## src/scs_pkg.sv

```systemverilog
// system clock select unit: register map, field positions, reset values,
// timing counts and state encoding shared by the design files.
// assumes a 10 MHz reference clock and a 32-bit apb slave port.
`default_nettype none

package scs_pkg;

   // register byte addresses
   localparam logic [31:0] SCS_MAIN_SEL_ADDR = 32'h4000401c;
   localparam logic [31:0] SCS_CPU_SEL_ADDR  = 32'h40004020;
   localparam logic [31:0] SCS_IRQ_STAT_ADDR = 32'h40004024;
   localparam logic [31:0] SCS_IRQ_MASK_ADDR = 32'h40004028;
   localparam logic [31:0] SCS_RC_TRIM_ADDR  = 32'h4000402c;
   localparam logic [31:0] SCS_KHZ_STEP_ADDR = 32'h40004030;
   localparam logic [31:0] SCS_STATUS_ADDR   = 32'h40004034;

   // decoded register index, 0 means unmapped
   localparam logic [2:0] SCS_IDX_NONE  = 3'h0;
   localparam logic [2:0] SCS_IDX_MAIN  = 3'h1;
   localparam logic [2:0] SCS_IDX_CPU   = 3'h2;
   localparam logic [2:0] SCS_IDX_STAT  = 3'h3;
   localparam logic [2:0] SCS_IDX_MASK  = 3'h4;
   localparam logic [2:0] SCS_IDX_TRIM  = 3'h5;
   localparam logic [2:0] SCS_IDX_STEP  = 3'h6;
   localparam logic [2:0] SCS_IDX_STATE = 3'h7;

   // field positions
   localparam int SCS_MAIN_SEL_BIT  = 0;
   localparam int SCS_MAIN_EN_BIT   = 1;
   localparam int SCS_CPU_FAST_BIT  = 0;
   localparam int SCS_IRQ_FAIL_BIT  = 0;
   localparam int SCS_IRQ_SWTCH_BIT = 1;
   localparam int SCS_ST_XTAL_BIT   = 0;
   localparam int SCS_ST_FAST_BIT   = 1;
   localparam int SCS_ST_FAIL_BIT   = 2;
   localparam int SCS_ST_FLASH_BIT  = 3;
   localparam int SCS_ST_CAL_LSB    = 16;

   // reset values
   localparam logic       SCS_MAIN_SEL_RST = 1'b0;
   localparam logic       SCS_MAIN_EN_RST  = 1'b0;
   localparam logic       SCS_CPU_FAST_RST = 1'b0;
   localparam logic [1:0] SCS_IRQ_MASK_RST = 2'h0;
   localparam logic [5:0] SCS_TRIM_RST     = 6'h00;
   localparam logic [15:0] SCS_STEP_RST    = 16'h199a;

   // oscillator pin indices
   localparam int SCS_OSC_FAST_RC = 0;
   localparam int SCS_OSC_XTAL    = 1;
   localparam int SCS_OSC_SLOW_RC = 2;
   localparam int SCS_OSC_WATCH   = 3;
   localparam int SCS_OSC_NUM     = 4;

   // timing
   localparam int SCS_CLK_PERIOD_NS    = 100;
   localparam int SCS_XTAL_TIMEOUT_NS  = 10000;
   localparam logic [7:0] SCS_XTAL_TIMEOUT_CYC =
      8'((SCS_XTAL_TIMEOUT_NS + SCS_CLK_PERIOD_NS - 1) / SCS_CLK_PERIOD_NS);
   localparam logic [7:0] SCS_CAL_WINDOW = 8'hff;

   // source state, gray along rc -> crystal -> rc
   typedef enum logic [1:0] {
      SCS_ST_RC      = 2'b00,
      SCS_ST_TO_XTAL = 2'b01,
      SCS_ST_XTAL    = 2'b11,
      SCS_ST_TO_RC   = 2'b10
   } scs_src_e;

endpackage

`default_nettype wire

```

## src/scs_edge_sync.sv

```systemverilog
// two-flop synchroniser for an oscillator pin with rising-edge pulse out.
// assumes the pin toggles slower than half the reference clock.
`default_nettype none

module scs_edge_sync
   import scs_pkg::*;
(
   // clock and reset
   input  wire logic ref_clk_in,
   input  wire logic rstn_in,
   // pin and pulse
   input  wire logic pin_in,
   output logic      rise_out
);

   logic meta_reg;
   logic sync_reg;
   logic last_reg;
   logic rise_reg;
   logic rise_next;

   // first flop feeds only the second
   always_comb
   begin
      rise_next = sync_reg & ~last_reg;
   end

   always_ff @(posedge ref_clk_in)
   begin
      if (!rstn_in)
      begin
         meta_reg <= 1'b0;
         sync_reg <= 1'b0;
         last_reg <= 1'b0;
         rise_reg <= 1'b0;
      end
      else
      begin
         meta_reg <= pin_in;
         sync_reg <= meta_reg;
         last_reg <= sync_reg;
         rise_reg <= rise_next;
      end
   end

   assign rise_out = rise_reg;

endmodule

`default_nettype wire

```

## src/scs_clock_select.sv

```systemverilog
// system clock select unit: picks rc or crystal as system clock, derives
// peripheral, processor and ram clock enables, crystal failover, 1 kHz ref.
// assumes oscillator pins arrive asynchronous; flash busy is same-clock logic.
//
// Design decision made here: the APB register port.
`default_nettype none

module scs_clock_select
   import scs_pkg::*;
(
   // clock and reset
   input  wire logic        ref_clk_in,
   input  wire logic        rstn_in,
   // apb slave
   input  wire logic        psel_in,
   input  wire logic        penable_in,
   input  wire logic        pwrite_in,
   input  wire logic [31:0] paddr_in,
   input  wire logic [31:0] pwdata_in,
   output logic      [31:0] prdata_out,
   output logic             pready_out,
   output logic             pslverr_out,
   // oscillator pins
   input  wire logic        fast_rc_oscillator_in,
   input  wire logic        main_crystal_oscillator_in,
   input  wire logic        slow_rc_oscillator_in,
   input  wire logic        watch_crystal_oscillator_in,
   // flash controller
   input  wire logic        flash_busy_in,
   // clock enables and fast rc trim
   output logic             sys_clk_en_out,
   output logic             periph_clk_en_out,
   output logic             processor_clock_en_out,
   output logic             ram_clk_en_out,
   output logic             one_khz_reference_out,
   output logic             watch_tick_out,
   output logic      [5:0]  fast_rc_trim_out,
   // interrupts
   output logic             nmi_out,
   output logic             irq_out
);

   ////////////////////////////////////////////////////////////////////////////
   // oscillator pin synchronisers

   logic [SCS_OSC_NUM-1:0] osc_pin;
   logic [SCS_OSC_NUM-1:0] osc_rise;

   assign osc_pin[SCS_OSC_FAST_RC] = fast_rc_oscillator_in;
   assign osc_pin[SCS_OSC_XTAL]    = main_crystal_oscillator_in;
   assign osc_pin[SCS_OSC_SLOW_RC] = slow_rc_oscillator_in;
   assign osc_pin[SCS_OSC_WATCH]   = watch_crystal_oscillator_in;

   genvar gi;
   generate
      for (gi = 0; gi < SCS_OSC_NUM; gi++)
      begin : g_sync
         scs_edge_sync u_sync (
            .ref_clk_in (ref_clk_in),
            .rstn_in    (rstn_in),
            .pin_in     (osc_pin[gi]),
            .rise_out   (osc_rise[gi])
         );
      end
   endgenerate

   wire logic rc_rise   = osc_rise[SCS_OSC_FAST_RC];
   wire logic xtal_rise = osc_rise[SCS_OSC_XTAL];

   ////////////////////////////////////////////////////////////////////////////
   // address decode

   function automatic logic [2:0] reg_index(input logic [31:0] addr);
      if (addr == SCS_MAIN_SEL_ADDR)
         reg_index = SCS_IDX_MAIN;
      else if (addr == SCS_CPU_SEL_ADDR)
         reg_index = SCS_IDX_CPU;
      else if (addr == SCS_IRQ_STAT_ADDR)
         reg_index = SCS_IDX_STAT;
      else if (addr == SCS_IRQ_MASK_ADDR)
         reg_index = SCS_IDX_MASK;
      else if (addr == SCS_RC_TRIM_ADDR)
         reg_index = SCS_IDX_TRIM;
      else if (addr == SCS_KHZ_STEP_ADDR)
         reg_index = SCS_IDX_STEP;
      else if (addr == SCS_STATUS_ADDR)
         reg_index = SCS_IDX_STATE;
      else
         reg_index = SCS_IDX_NONE;
   endfunction

   logic [2:0] idx;
   logic       wr_acc;
   logic       rd_acc;

   assign idx      = reg_index(paddr_in);
   assign wr_acc   = psel_in & penable_in & pwrite_in;
   assign rd_acc   = psel_in & penable_in & ~pwrite_in;

   ////////////////////////////////////////////////////////////////////////////
   // state

   scs_src_e    src_reg,        src_next;
   logic        main_sel_reg,   main_sel_next;
   logic        main_en_reg,    main_en_next;
   logic        cpu_fast_reg,   cpu_fast_next;
   logic        fast_eff_reg,   fast_eff_next;
   logic        pdiv_reg,       pdiv_next;
   logic        xtal_fail_reg,  xtal_fail_next;
   logic [7:0]  wd_cnt_reg,     wd_cnt_next;
   logic [1:0]  irq_stat_reg,   irq_stat_next;
   logic [1:0]  irq_mask_reg,   irq_mask_next;
   logic [5:0]  trim_reg,       trim_next;
   logic [15:0] step_reg,       step_next;
   logic [15:0] khz_acc_reg,    khz_acc_next;
   logic [7:0]  cal_win_reg,    cal_win_next;
   logic [11:0] cal_cnt_reg,    cal_cnt_next;
   logic [11:0] cal_res_reg,    cal_res_next;
   logic [31:0] prdata_reg,     prdata_next;
   logic        pslverr_reg,    pslverr_next;
   logic        sys_tick_reg,   sys_tick_next;
   logic        per_tick_reg,   per_tick_next;
   logic        proc_tick_reg,  proc_tick_next;
   logic        ram_tick_reg,   ram_tick_next;
   logic        khz_tick_reg,   khz_tick_next;
   logic        watch_reg,      watch_next;
   logic        nmi_reg,        nmi_next;
   logic        irq_reg,        irq_next;
   logic        pready_reg;

   logic        xtal_req;
   logic        xtal_src_next;
   logic        fail_evt;
   logic        switch_evt;
   logic        sys_tick_c;
   logic        per_tick_c;
   logic [16:0] khz_sum;

   ////////////////////////////////////////////////////////////////////////////
   // source selection and clock enables

   always_comb
   begin
      xtal_req      = main_sel_reg | main_en_reg;
      fail_evt      = 1'b0;
      switch_evt    = 1'b0;
      src_next      = src_reg;
      wd_cnt_next   = 8'h00;
      xtal_fail_next = xtal_fail_reg;

      // crystal watchdog only while the crystal is wanted or in use
      if ((src_reg != SCS_ST_RC) && !xtal_fail_reg && !xtal_rise)
      begin
         wd_cnt_next = wd_cnt_reg + 8'h01;
         if (wd_cnt_reg == SCS_XTAL_TIMEOUT_CYC - 8'h01)
            fail_evt = 1'b1;
      end
      if (fail_evt)
         xtal_fail_next = 1'b1;
      else if (wr_acc && idx == SCS_IDX_MAIN)
         xtal_fail_next = 1'b0;                            // rewrite retries crystal

      // requested switches land on the even sysclk edge so pclk never gets a short half; failover switches at once
      case (src_reg)
         SCS_ST_RC:
         begin
            if (xtal_req && !xtal_fail_reg)
               src_next = SCS_ST_TO_XTAL;
         end
         SCS_ST_TO_XTAL:
         begin
            if (fail_evt || !xtal_req)
               src_next = SCS_ST_RC;
            else if (!pdiv_reg && xtal_rise)
            begin
               src_next   = SCS_ST_XTAL;
               switch_evt = 1'b1;
            end
         end
         SCS_ST_XTAL:
         begin
            if (fail_evt)
            begin
               src_next   = SCS_ST_RC;
               switch_evt = 1'b1;
            end
            else if (!xtal_req)
               src_next = SCS_ST_TO_RC;
         end
         SCS_ST_TO_RC:
         begin
            if (fail_evt)
            begin
               src_next   = SCS_ST_RC;
               switch_evt = 1'b1;
            end
            else if (xtal_req)
               src_next = SCS_ST_XTAL;
            else if (!pdiv_reg && rc_rise)
            begin
               src_next   = SCS_ST_RC;
               switch_evt = 1'b1;
            end
         end
         default:
            src_next = SCS_ST_RC;
      endcase

      xtal_src_next = (src_next == SCS_ST_XTAL) || (src_next == SCS_ST_TO_RC);
      sys_tick_c    = xtal_src_next ? xtal_rise : rc_rise;
      per_tick_c    = sys_tick_c & pdiv_reg;
      pdiv_next     = sys_tick_c ? ~pdiv_reg : pdiv_reg;

      // cpu mode only changes on a pclk boundary, never mid-period
      fast_eff_next = fast_eff_reg;
      if (sys_tick_c && !pdiv_reg)
      begin
         if (flash_busy_in)
            fast_eff_next = ~xtal_src_next;
         else
            fast_eff_next = cpu_fast_reg;
      end

      sys_tick_next  = sys_tick_c;
      per_tick_next  = per_tick_c;
      proc_tick_next = fast_eff_reg ? sys_tick_c : per_tick_c;
      // ram runs at sysclk rate in both modes: the processor rate in fast, double it in normal
      ram_tick_next  = fast_eff_reg ? proc_tick_next : sys_tick_c;
      watch_next     = osc_rise[SCS_OSC_WATCH];
      nmi_next       = fail_evt;
   end

   ////////////////////////////////////////////////////////////////////////////
   // 1 kHz reference and fast rc calibration counter

   always_comb
   begin
      khz_sum       = {1'b0, khz_acc_reg} + {1'b0, step_reg};
      khz_acc_next  = khz_acc_reg;
      khz_tick_next = 1'b0;
      if (osc_rise[SCS_OSC_SLOW_RC])
      begin
         khz_acc_next  = khz_sum[15:0];
         khz_tick_next = khz_sum[16];
      end

      // rc edges per crystal window, read back to trim the rc
      cal_win_next = cal_win_reg;
      cal_cnt_next = cal_cnt_reg;
      cal_res_next = cal_res_reg;
      if (rc_rise && cal_cnt_reg != 12'hfff)
         cal_cnt_next = cal_cnt_reg + 12'h001;
      if (xtal_rise)
      begin
         cal_win_next = cal_win_reg + 8'h01;
         if (cal_win_reg == SCS_CAL_WINDOW)
         begin
            cal_res_next = cal_cnt_reg;
            cal_cnt_next = 12'h000;
         end
      end
   end

   ////////////////////////////////////////////////////////////////////////////
   // registers and interrupts

   always_comb
   begin
      main_sel_next = main_sel_reg;
      main_en_next  = main_en_reg;
      cpu_fast_next = cpu_fast_reg;
      irq_mask_next = irq_mask_reg;
      trim_next     = trim_reg;
      step_next     = step_reg;
      irq_stat_next = irq_stat_reg;
      prdata_next   = prdata_reg;
      pslverr_next  = pslverr_reg;

      if (wr_acc)
      begin
         if (idx == SCS_IDX_MAIN)
         begin
            main_sel_next = pwdata_in[SCS_MAIN_SEL_BIT];
            main_en_next  = pwdata_in[SCS_MAIN_EN_BIT];
         end
         else if (idx == SCS_IDX_CPU)
            cpu_fast_next = pwdata_in[SCS_CPU_FAST_BIT];
         else if (idx == SCS_IDX_MASK)
            irq_mask_next = pwdata_in[1:0];
         else if (idx == SCS_IDX_TRIM)
            trim_next = pwdata_in[5:0];
         else if (idx == SCS_IDX_STEP)
            step_next = pwdata_in[15:0];
      end
      // failover overrides any software selection
      if (fail_evt)
      begin
         main_sel_next = 1'b0;
         main_en_next  = 1'b0;
      end

      // read clears, but a same-cycle event still lands
      if (rd_acc && idx == SCS_IDX_STAT)
         irq_stat_next = 2'h0;
      if (fail_evt)
         irq_stat_next[SCS_IRQ_FAIL_BIT] = 1'b1;
      if (switch_evt)
         irq_stat_next[SCS_IRQ_SWTCH_BIT] = 1'b1;

      if (psel_in && !penable_in)
      begin
         pslverr_next = (idx == SCS_IDX_NONE);
         prdata_next  = 32'h00000000;
         if (idx == SCS_IDX_MAIN)
         begin
            prdata_next[SCS_MAIN_SEL_BIT] = main_sel_reg;
            prdata_next[SCS_MAIN_EN_BIT]  = (src_reg == SCS_ST_XTAL) ||
                                            (src_reg == SCS_ST_TO_RC);
         end
         else if (idx == SCS_IDX_CPU)
            prdata_next[SCS_CPU_FAST_BIT] = cpu_fast_reg;
         else if (idx == SCS_IDX_STAT)
            prdata_next[1:0] = irq_stat_reg;
         else if (idx == SCS_IDX_MASK)
            prdata_next[1:0] = irq_mask_reg;
         else if (idx == SCS_IDX_TRIM)
            prdata_next[5:0] = trim_reg;
         else if (idx == SCS_IDX_STEP)
            prdata_next[15:0] = step_reg;
         else if (idx == SCS_IDX_STATE)
         begin
            prdata_next[SCS_ST_XTAL_BIT]  = (src_reg == SCS_ST_XTAL) ||
                                            (src_reg == SCS_ST_TO_RC);
            prdata_next[SCS_ST_FAST_BIT]  = fast_eff_reg;
            prdata_next[SCS_ST_FAIL_BIT]  = xtal_fail_reg;
            prdata_next[SCS_ST_FLASH_BIT] = flash_busy_in;
            prdata_next[SCS_ST_CAL_LSB +: 12] = cal_res_reg;
         end
      end
      if (!psel_in)
         pslverr_next = 1'b0;

      irq_next = |(irq_stat_next & irq_mask_reg);
   end

   ////////////////////////////////////////////////////////////////////////////
   // flops

   always_ff @(posedge ref_clk_in)
   begin
      if (!rstn_in)
      begin
         src_reg       <= SCS_ST_RC;
         main_sel_reg  <= SCS_MAIN_SEL_RST;
         main_en_reg   <= SCS_MAIN_EN_RST;
         cpu_fast_reg  <= SCS_CPU_FAST_RST;
         fast_eff_reg  <= SCS_CPU_FAST_RST;
         pdiv_reg      <= 1'b0;
         xtal_fail_reg <= 1'b0;
         wd_cnt_reg    <= 8'h00;
         irq_stat_reg  <= 2'h0;
         irq_mask_reg  <= SCS_IRQ_MASK_RST;
         trim_reg      <= SCS_TRIM_RST;
         step_reg      <= SCS_STEP_RST;
         khz_acc_reg   <= 16'h0000;
         cal_win_reg   <= 8'h00;
         cal_cnt_reg   <= 12'h000;
         cal_res_reg   <= 12'h000;
         prdata_reg    <= 32'h00000000;
         pslverr_reg   <= 1'b0;
         pready_reg    <= 1'b0;
         sys_tick_reg  <= 1'b0;
         per_tick_reg  <= 1'b0;
         proc_tick_reg <= 1'b0;
         ram_tick_reg  <= 1'b0;
         khz_tick_reg  <= 1'b0;
         watch_reg     <= 1'b0;
         nmi_reg       <= 1'b0;
         irq_reg       <= 1'b0;
      end
      else
      begin
         src_reg       <= src_next;
         main_sel_reg  <= main_sel_next;
         main_en_reg   <= main_en_next;
         cpu_fast_reg  <= cpu_fast_next;
         fast_eff_reg  <= fast_eff_next;
         pdiv_reg      <= pdiv_next;
         xtal_fail_reg <= xtal_fail_next;
         wd_cnt_reg    <= wd_cnt_next;
         irq_stat_reg  <= irq_stat_next;
         irq_mask_reg  <= irq_mask_next;
         trim_reg      <= trim_next;
         step_reg      <= step_next;
         khz_acc_reg   <= khz_acc_next;
         cal_win_reg   <= cal_win_next;
         cal_cnt_reg   <= cal_cnt_next;
         cal_res_reg   <= cal_res_next;
         prdata_reg    <= prdata_next;
         pslverr_reg   <= pslverr_next;
         pready_reg    <= 1'b1;
         sys_tick_reg  <= sys_tick_next;
         per_tick_reg  <= per_tick_next;
         proc_tick_reg <= proc_tick_next;
         ram_tick_reg  <= ram_tick_next;
         khz_tick_reg  <= khz_tick_next;
         watch_reg     <= watch_next;
         nmi_reg       <= nmi_next;
         irq_reg       <= irq_next;
      end
   end

   assign prdata_out             = prdata_reg;
   assign pready_out             = pready_reg;
   assign pslverr_out            = pslverr_reg;
   assign sys_clk_en_out         = sys_tick_reg;
   assign periph_clk_en_out      = per_tick_reg;
   assign processor_clock_en_out = proc_tick_reg;
   assign ram_clk_en_out         = ram_tick_reg;
   assign one_khz_reference_out  = khz_tick_reg;
   assign watch_tick_out         = watch_reg;
   assign fast_rc_trim_out       = trim_reg;
   assign nmi_out                = nmi_reg;
   assign irq_out                = irq_reg;

endmodule

`default_nettype wire

```

## config.mk

```make
export PLATFORM = sky130hd
export DESIGN_NAME = scs_clock_select
export DESIGN_NICKNAME = d
export VERILOG_FILES = /design/src/scs_pkg.sv /design/src/scs_edge_sync.sv /design/src/scs_clock_select.sv
export SDC_FILE = /design/constraint.sdc
export NUM_CORES = 1
export LEC_CHECK = 0
export BUFFER_PORTS_ARGS = -buffer_cell sky130_fd_sc_hd__buf_2
export CORE_UTILIZATION = 45
export DETAILED_ROUTE_END_ITERATION = 8
export GPL_TIMING_DRIVEN = 0
export PLACE_DENSITY_LB_ADDON = 0.05
export REMOVE_ABC_BUFFERS = 1
export SYNTH_ARGS = -nofsm -noshare
export SYNTH_HDL_FRONTEND = slang
export SYNTH_SLANG_ARGS = --single-unit
```

## constraint.sdc

```tcl
create_clock -name ref_clk_in -period 3.4 [get_ports ref_clk_in]
set_clock_uncertainty 0.2 [all_clocks]
set_input_delay 0.34 -clock ref_clk_in [delete_from_list [all_inputs] [get_ports ref_clk_in]]
set_output_delay 0.34 -clock ref_clk_in [all_outputs]
set_load 0.01 [all_outputs]
```

* After elaboration in Yosys (flattened, before gate mapping)
Index checks and enable logic that the tools add are counted.
** Storage, ports and cells
- Memory bits (writable) :: 0
- Output and inout bits :: 48
- Bits in latches :: 0
- Logic and storage cells :: 183
- Bits in registers :: 144
- Memories kept :: 0
- Input bits :: 74
- ROM bits :: 0
** Cells by class
- Muxes and demuxes :: 59
- $mul :: 0
- $add $sub $neg :: 4
- Bitwise logic cells :: 22
- Reduce and logical (&&, ||, !) cells :: 33
- Magnitude comparators :: 0
- Div/mod/pow operators :: 0
- Shifts and indexed selects :: 0
- Eq/ne operators :: 22
** Operator list (count)
- 32-bit by 31-bit equality test with 1-bit output (second input constant) :: 7
- 12-bit 2-to-1 mux :: 12
- 26-bit 2-to-1 mux :: 3
- 27-bit 2-to-1 mux :: 1
- 2-bit 2-to-1 mux :: 12
- 22-bit 2-to-1 mux :: 1
- 3-bit 2-to-1 mux :: 7
- 1-bit 2-to-1 mux :: 18
- 16-bit by 16-bit adder with 17-bit output :: 1
- 8-bit by 1-bit adder with 8-bit output (second input constant) :: 2
- 12-bit by 1-bit adder with 12-bit output (second input constant) :: 1
- 3-bit equality test (second input constant) :: 4
- 12-bit inequality test (second input constant) :: 1
- 1-bit inverter :: 12
- 1-bit logical AND :: 10
- 2-bit AND reduction :: 5
- 1-bit AND :: 8
- 2-bit equality test (second input constant) :: 4
- 8-bit by 7-bit equality test with 1-bit output (second input constant) :: 1
- 8-bit equality test (second input constant) :: 1
- 4-bit 2-to-1 mux :: 2
- 2-bit one-hot mux with 4 select lines :: 1
- 3-bit by 2-bit equality test with 1-bit output (second input constant) :: 2
- 6-bit 2-to-1 mux :: 1
- 15 further kinds :: 23

* Logic depth before layout (Yosys ltp)
Gate-level depths: netlist of the first run.
- Word-level depth :: 21
- Depth in mapped cells :: 11

* By module
A second synthesis of the first run with hierarchy kept.
** Unflattened totals
- Cell total of the unflattened synthesis :: 704
- Area, all modules :: 6119.6 µm²
** By module, submodules not included
- scs_clock_select :: times used 1, seq. area each 2562.5 µm², cells each 672, area an instance 5674.2 µm²
- scs_edge_sync :: times used 4, seq. area each 80.1 µm², cells each 8, area an instance 111.4 µm²

* Worst setup path after synthesis of the first run
No wires, ideal clock.
- Kind :: register -> register
- From :: reg step_reg[0]
- To :: reg khz_tick_reg (netlist: one_khz_reference_out)
- Slack :: 0.993 ns
- Setup time :: 0.119 ns
- Cell stages (with the launch flop) :: 12
- Data required time :: 3.081 ns
- Path buffers :: 0
- Period minus slack after synthesis :: 2.407 ns
- Arrival :: 2.087 ns
- Path through :: dfxtp_1 -> ha_1 -> inv_1 -> fa_1 -> nor2b_1 -> o31ai_2 -> a21oi_1 -> o31a_1 -> o41ai_4 -> o21ai_2 -> a211oi_2 -> nor3_1
** Between the ends
- Longest elaborated chain between the ends :: 1
** Ends and longest elaborated chain
- start: declaration :: RTL line scs_clock_select.sv:114 : logic [15:0] step_reg, step_next;
- start signal: assignment :: RTL line scs_clock_select.sv:394 : step_reg <= step_next;
- 16-bit by 16-bit adder with 17-bit output :: RTL line scs_clock_select.sv:238 : khz_sum = {1'b0, khz_acc_reg} + {1'b0, step_reg};
- end signal: assignment :: RTL line scs_clock_select.sv:406 : khz_tick_reg <= khz_tick_next;
- end: declaration :: RTL line scs_clock_select.sv:125 : logic khz_tick_reg, khz_tick_next;
Every way passes these cells.
A chain may end at the register's enable or synchronous reset.

* Final worst setup path of the first run
Same ends and word-level chain as after synthesis.

==> flow_summary_export.csv, run 1 <==
group,metric,value,unit
clocking,htree_levels,4,
floorplan,die_w,121.1,um
clocking,path_clk_slew,0.06,ns
place,placement.io_buffers,101,
pwr,finalPower,3796,uW
timing,fin_tns_setup,0,ns
timing,worstMarginPinSlew,1.004,ns
route,drc,0,
timing,max_slew_margin,32.97,%
worst_setup_path,critPathSlowestCell,"dfxtp_1",
logic_synthesis,yosys_warnings,0,
timing,finalHoldViolCount,0,
place,routabilityCongestion,0.8217,
route,viasPerCell,5.202,
hold_path,holdCritPathClass,"in2reg",
route,firstDrtPassIters,5,
floorplan,fp.dieH,121.1,um
timing,slew_violations,0,
worst_setup_path,crit_arrival,2.78,ns
pwr,power_density,486.5,nW/um^2
clocking,clk_latency,0.42,ns
route,drtIter0Drc,238,
worst_setup_path,crit_required,3.50,ns
clocking,cts_resized,0,
global_route,grt_pass1_wl,22830,um
logic_synthesis,avgSynthCellArea,9.311,um^2
global_route,grt_usage,19.73,%
timing,timing.hold.ws,0.02831,ns
worst_setup_path,ff2ff_setup_slack,0.72,ns
logic_synthesis,async_reset_ff_share,0,%
logic_synthesis,synthCells,686,
worst_setup_path,start_kind,"flop",
clocking,clk_path_buf_depth,2,
global_route,grt_overflow,0,
place,pre_cts_slack,0.5992,ns
clocking,cts_sinks,144,
finish,fill_cells,1282,
finish,num_antenna_cells,0,
global_route,antenna_found_initial,0,
finish,largest_reg_flops,28,
floorplan,fp.dieArea,14670,um^2
route,drt_wl_total,13750,um
run_status,status,"complete, no violations",
floorplan,num_io_pins,122,
job,maxCapViolCount,0,
worst_setup_path,end_kind,"flop",
global_route,grt_max_degree,87,
floorplan,initial_core_util,46.02,%
timing,setup_viol,0,
clocking,root_buffer,"clkbuf_16",
worst_setup_path,worstPathCellList,"ha_1, inv_1, fa_1, nor2b_1, o31ai_2, a21oi_1, o31a_1, o41ai_4, o21ai_2, a211oi_2, nor3_1",
route,wire_per_inst,13.93,um
logic_synthesis,synth_top_flop_cell,"dfxtp_1",
logic_synthesis,synth.distinct_cells,62,
timing,max_clock_freq,0.3734,GHz
logic_synthesis,ys_seq_area_share,45.13,%
pwr,peakVddDrop,281.2,uV
worst_setup_path,cp.buffers_inverters,1,
finish,nets,889,
finish,utilization,56.21,%
worst_setup_path,critPathTopFamily,"compound AO/OA/AOI/OAI gates",
finish,mostFrequentLayoutCells,"dfxtp_1 (144), buf_2 (100), nor2b_1 (65), nand2_1 (63), nor2_1 (43)",
clocking,numCtsBuffers,17,
route,vias,5134,
global_route,grt_pass1_vias,4829,
finish,drive_gt1_share,17.97,%
logic_synthesis,synth_area,6387,um^2
clocking,cts_tree,"yes",
pwr,leakage,0.003112,uW
timing,setup_slack,0.7219,ns
logic_synthesis,synth_seq_cells,144,
finish,syn_to_final_growth,22.15,%
place,post-dp-hpwl,9511,um
finish,layout_commonest_cell,"dfxtp_1",
timing,period_needed,2.678,ns
timing,period_share,78.77,%
timing,rsz0062_at_grt,"false",
worst_setup_path,slowest_delay,0.33,ns
worst_setup_path,worstSetupPathType,"reg2reg",
floorplan,core_area,13880,um^2
worst_setup_path,cp_max_fo,3,
logic_synthesis,synth-edff-count,0,
floorplan,rows,43,
route,antenna_left,0,
## path summary, 6_finish.rpt
| path | start | depth (start not counted) | to |
|---|---|---|---|
| worst max-delay path | step_reg[0] | 11 | one_khz_reference_out |
| worst min-delay path | penable_in | 3 | pslverr_out |
| worst max register to register | step_reg[0] | 11 | one_khz_reference_out |
| worst min register to register | g_sync[0].u_sync.last_reg | 1 | g_sync[0].u_sync.rise_out |
## Yosys cell counts, drive strengths merged (2+ instances only)
cell | instances | area share, %
mux2i | 36 | 5.6
nor2 | 46 | 2.9
or3 | 6 | 0.59
clkbuf | 21 | 1.2
o31a | 2 | 0.29
nor4b | 4 | 0.55
o21bai | 2 | 0.23
nand3b | 5 | 0.59
nor3b | 4 | 0.65
o211ai | 4 | 0.47
nand2b | 10 | 0.98
dfxtp | 144 | 45
a21oi | 19 | 1.5
and2 | 31 | 3.1
xor2 | 13 | 1.8
nor3 | 9 | 0.71
xnor2 | 17 | 2.3
nor2b | 65 | 6.4
inv | 5 | 0.29
nand2 | 63 | 3.7
o21ai | 25 | 2.0
a21boi | 13 | 1.5
nor4 | 11 | 1.1
and3 | 7 | 0.69
o211a | 2 | 0.31
a21o | 2 | 0.23
a222oi | 2 | 0.31
a22oi | 25 | 2.9
nand3 | 26 | 2.0
ha | 19 | 3.7
a31oi | 2 | 0.20
o21a | 6 | 0.71
a211oi | 5 | 0.67
buf | 13 | 1.3
nand4 | 7 | 0.69
## metrics by stage
stage / cell area (um^2) / instances
2_1_floorplan: 6237 / 655
3_3_place_gp: 6968 / 936
3_5_place_dp: 6998 / 937
4_1_cts: 7800 / 987
5_1_grt: 7802 / 987
6_report: 7802 / 987
## repair_timing
item                                    in CTS  in global routing
endpoints found under the hold margin       22                  0
endpoints found under the setup margin       0                  0
hold buffers                                19                  0
setup buffers                                0                  0
## worst min-delay path, delay by kind of cell
| family | cells | cell delay, ns |
|---|---|---|
| buffers and inverters | 1 | 0.12 |
| and+or+nand+nor | 1 | 0.07 |
| AOI/OAI and AO/OA | 1 | 0.07 |
## cell type report
class                      instances  area, um^2  share of cell area [%]
multi-input combinational        506        3338                   42.78
sequential                       144        2883                   36.95
timing repair buffer             121       725.7                   9.301
clock buffer                      20       456.7                   5.853
tap                              180       225.2                   2.886
clock inverter                    11       155.1                   1.988
inverter                           5       18.77                  0.2405
## report_power, final
part           total, uW  internal, uW  switching (uW)
clock network       1910          1200             712
logic                174          86.7            87.5
registers           1710          1700            9.83
total               3800          2990             809
## per-layer routing
metal	part of all wire (%)	global-route usage [%]
met5	0	0
met4	1.7	7.870
met3	4.7	4.370
met2	45	31.57
met1	49	25.72
## cells by family (layout without fill, tap and decap cells)
family / Yosys count / after routing / share of synthesized area, %
other cells: 1 / 4 / 0.05871
flops: 144 / 144 / 45.13
xor+xnor: 30 / 30 / 4.114
compound gates: 115 / 115 / 12.62
fa+ha+maj: 20 / 20 / 4.035
buf+inv: 39 / 157 / 2.821
simple gates: 300 / 300 / 25.41
mux: 37 / 37 / 5.818
Power figures use the tool's default switching activity.
==> run 2: changes to the inputs <==
==> constraint.sdc (replaced) <==
create_clock -name ref_clk_in -period 2.3 [get_ports ref_clk_in]
set_clock_uncertainty 0.2 [all_clocks]
set_input_delay 0.23 -clock ref_clk_in [delete_from_list [all_inputs] [get_ports ref_clk_in]]
set_output_delay 0.23 -clock ref_clk_in [all_outputs]
set_load 0.01 [all_outputs]
==> run 2 against run 1 <==
Against the previous run:
- the flow now finishes with violations (setup timing)
- design area up 4.4%
- die area unchanged
- count of clock-buffer cells in the layout unchanged
- wire length up 4.1%
- utilization up 2.5 points
==> flow_summary_export.csv, run 2 (synthesized netlist as in run 1, its figures left out) <==
group,metric,value,unit
worst_setup_path,start_kind,"flop",
finish,multi_input_area,3483,um^2
worst_setup_path,critPathLaunch,"step_reg[0]",
pwr,pwr-share-comb,5.0,%
floorplan,num_io_pins,122,
global_route,grt.met3_usage,4.229,%
pwr,p_seq_share,44.9,%
clocking,path_clk_slew,0.06,ns
global_route,antenna_found_initial,0,
finish,mostFrequentLayoutCells,"dfxtp_1 (140), buf_2 (100), nor2b_1 (64), nand2_1 (63), nor2_1 (43)",
timing,timing.hold.ws,0.1071,ns
finish,utilization,58.71,%
worst_setup_path,worst_r2r_startpoint,"step_reg[0]",
pwr,power_density,691.9,nW/um^2
run_status,failed_checks,"setup timing",
timing,rsz0062_at_grt,"true",
job,maxCapViolCount,0,
pwr,p_int,4429,uW
run_status,status,"complete, but fails checks",
finish,seqCellArea,2890,um^2
timing,period_share,104.2,%
timing,period_needed,2.397,ns
worst_setup_path,ff2ff_setup_slack,-0.1,ns
floorplan,initial_core_util,46.02,%
route,wire_per_inst,14.18,um
finish,nets,911,
worst_setup_path,crit_required,2.44,ns
route,firstDrtPassIters,5,
global_route,use_met2,33.04,%
timing,setup_viol,5,
place,routabilityCongestion,0.8217,
timing,max_clock_freq,0.4171,GHz
worst_setup_path,end_kind,"flop",
route,viasPerCell,5.207,
route,antenna_left,0,
finish,syn_to_final_growth,27.58,%
pwr,p_sw,1209,uW
hold_path,holdCritPathClass,"in2reg",
place,post-dp-hpwl,9511,um
worst_setup_path,worstSetupPathType,"reg2reg",
route,drtIter0Drc,274,
timing,worstMarginPinSlew,1.020,ns
place,placement.io_buffers,101,
floorplan,rows,43,
pwr,leakage,0.003228,uW
global_route,grt_pass1_wl,23570,um
finish,num_antenna_cells,0,
finish,largest_reg_flops,28,
global_route,grt_overflow,0,
pwr,p_sw_share,21.44,%
timing,setup_slack,-0.09745,ns
global_route,grt_max_degree,87,
pwr,peakVddDrop,421.3,uV
worst_setup_path,crit_arrival,2.54,ns
clocking,htree_levels,4,
route,drc,0,
clocking,numCtsBuffers,17,
clocking,clk_latency,0.42,ns
timing,finalHoldViolCount,0,
floorplan,fp.dieH,121.1,um
finish,drive_gt1_share,22.68,%
clocking,clk_path_buf_depth,2,
floorplan,fp.dieArea,14670,um^2
global_route,use_met1,26.45,%
timing,slew_violations,0,
finish,fill_cells,1240,
clocking,cts_sinks,144,
route,vias,5254,
worst_setup_path,rr_endpoint,"khz_acc_reg[14]",
worst_setup_path,endpoint,"khz_acc_reg[14]",
floorplan,die_w,121.1,um
timing,max_slew_margin,31.91,%
worst_setup_path,r2r_cells,11,
global_route,gr-max-usage-layer,"met2",
global_route,grt_usage,20.44,%
clocking,root_buffer,"clkbuf_16",
pwr,power_frac_clock,50.1,%
global_route,grt_pass1_vias,4980,
finish,layout_commonest_cell,"dfxtp_1",
floorplan,core_area,13880,um^2
clocking,cts_tree,"yes",
worst_setup_path,cp_max_fo,3,
route,drt_wl_total,14310,um
run 2: changes by cell type in the layout (fill, tap and decap cells not counted), sizes merged:
cell	delta
dlygate4sd3	+7
buf	+15
run 2: per-stage QoR:
stage                     cells  setup WS, ns  area (um^2)  total power [uW]  TNS (ns)
after floorplan             655       -0.1065         6237              2691   -0.1392
after global placement      936       -0.3983         6968              2808    -15.13
after detailed placement    937       -0.3908         6998              2819    -13.73
after CTS                  1012       -0.2994         8064              5693    -1.316
after global routing       1009       -0.2355         8149              5852    -1.009
final                      1009      -0.09745         8149              5638   -0.3102
run 2: layout make-up:
cell class,instances,area share [%]
clock inverter,11,1.904
timing repair buffer,143,11.29
multi-input combinational,506,42.75
clock buffer,20,5.604
sequential,144,35.47
tap,180,2.764
inverter,5,0.2303
run 2: worst min-delay path by stage:
| stage | startpoint | cells after the start | to |
|---|---|---|---|
| after floorplan | rstn_in | 0 | pready_out |
| after detailed placement | g_sync[0].u_sync.last_reg | 1 | g_sync[0].u_sync.rise_out |
| after CTS | psel_in | 3 | prdata_out[0] |
| after global routing | psel_in | 3 | prdata_out[0] |
| final | psel_in | 3 | prdata_out[0] |
| after global placement | g_sync[3].u_sync.last_reg | 1 | g_sync[3].u_sync.rise_out |
run 2: what timing repair did:
action | 4_1_cts | 5_1_grt
pin swaps | 13 | 21
hold buffers | 26 | 0
endpoints found under the hold margin | 35 | 0
setup buffers | 18 | 5
setup endpoints to repair | 18 | 47
gates resized for setup | 18 | 23
run 2: worst max-delay path: stages (launching register included):
cell and delay [ns]:
dfxtp_4 0.35, ha_4 0.16, inv_2 0.05, fa_2 0.23, nor2b_4 0.06, o31ai_4 0.20
a21oi_2 0.10, o31a_1 0.29, o41ai_4 0.29, o21ai_2 0.12, buf_4 0.14, o211ai_1 0.14
run 2: power groups by stage:
stage	Clock [uW]	Combinational [uW]	Sequential (uW)
after floorplan	0	106	2580
after global placement	0	223	2590
after detailed placement	0	233	2590
after CTS	2890	274	2530
after global routing	3010	309	2530
final	2830	282	2530
run 2: per-layer routing:
| layer | up-vias | share of wire (%) |
|---|---|---|
| li1 | 2658 | - |
| met1 | 2452 | 48 |
| met2 | 125 | 46 |
| met3 | 19 | 4.2 |
| met4 | 0 | 1.5 |
| met5 | - | 0 |
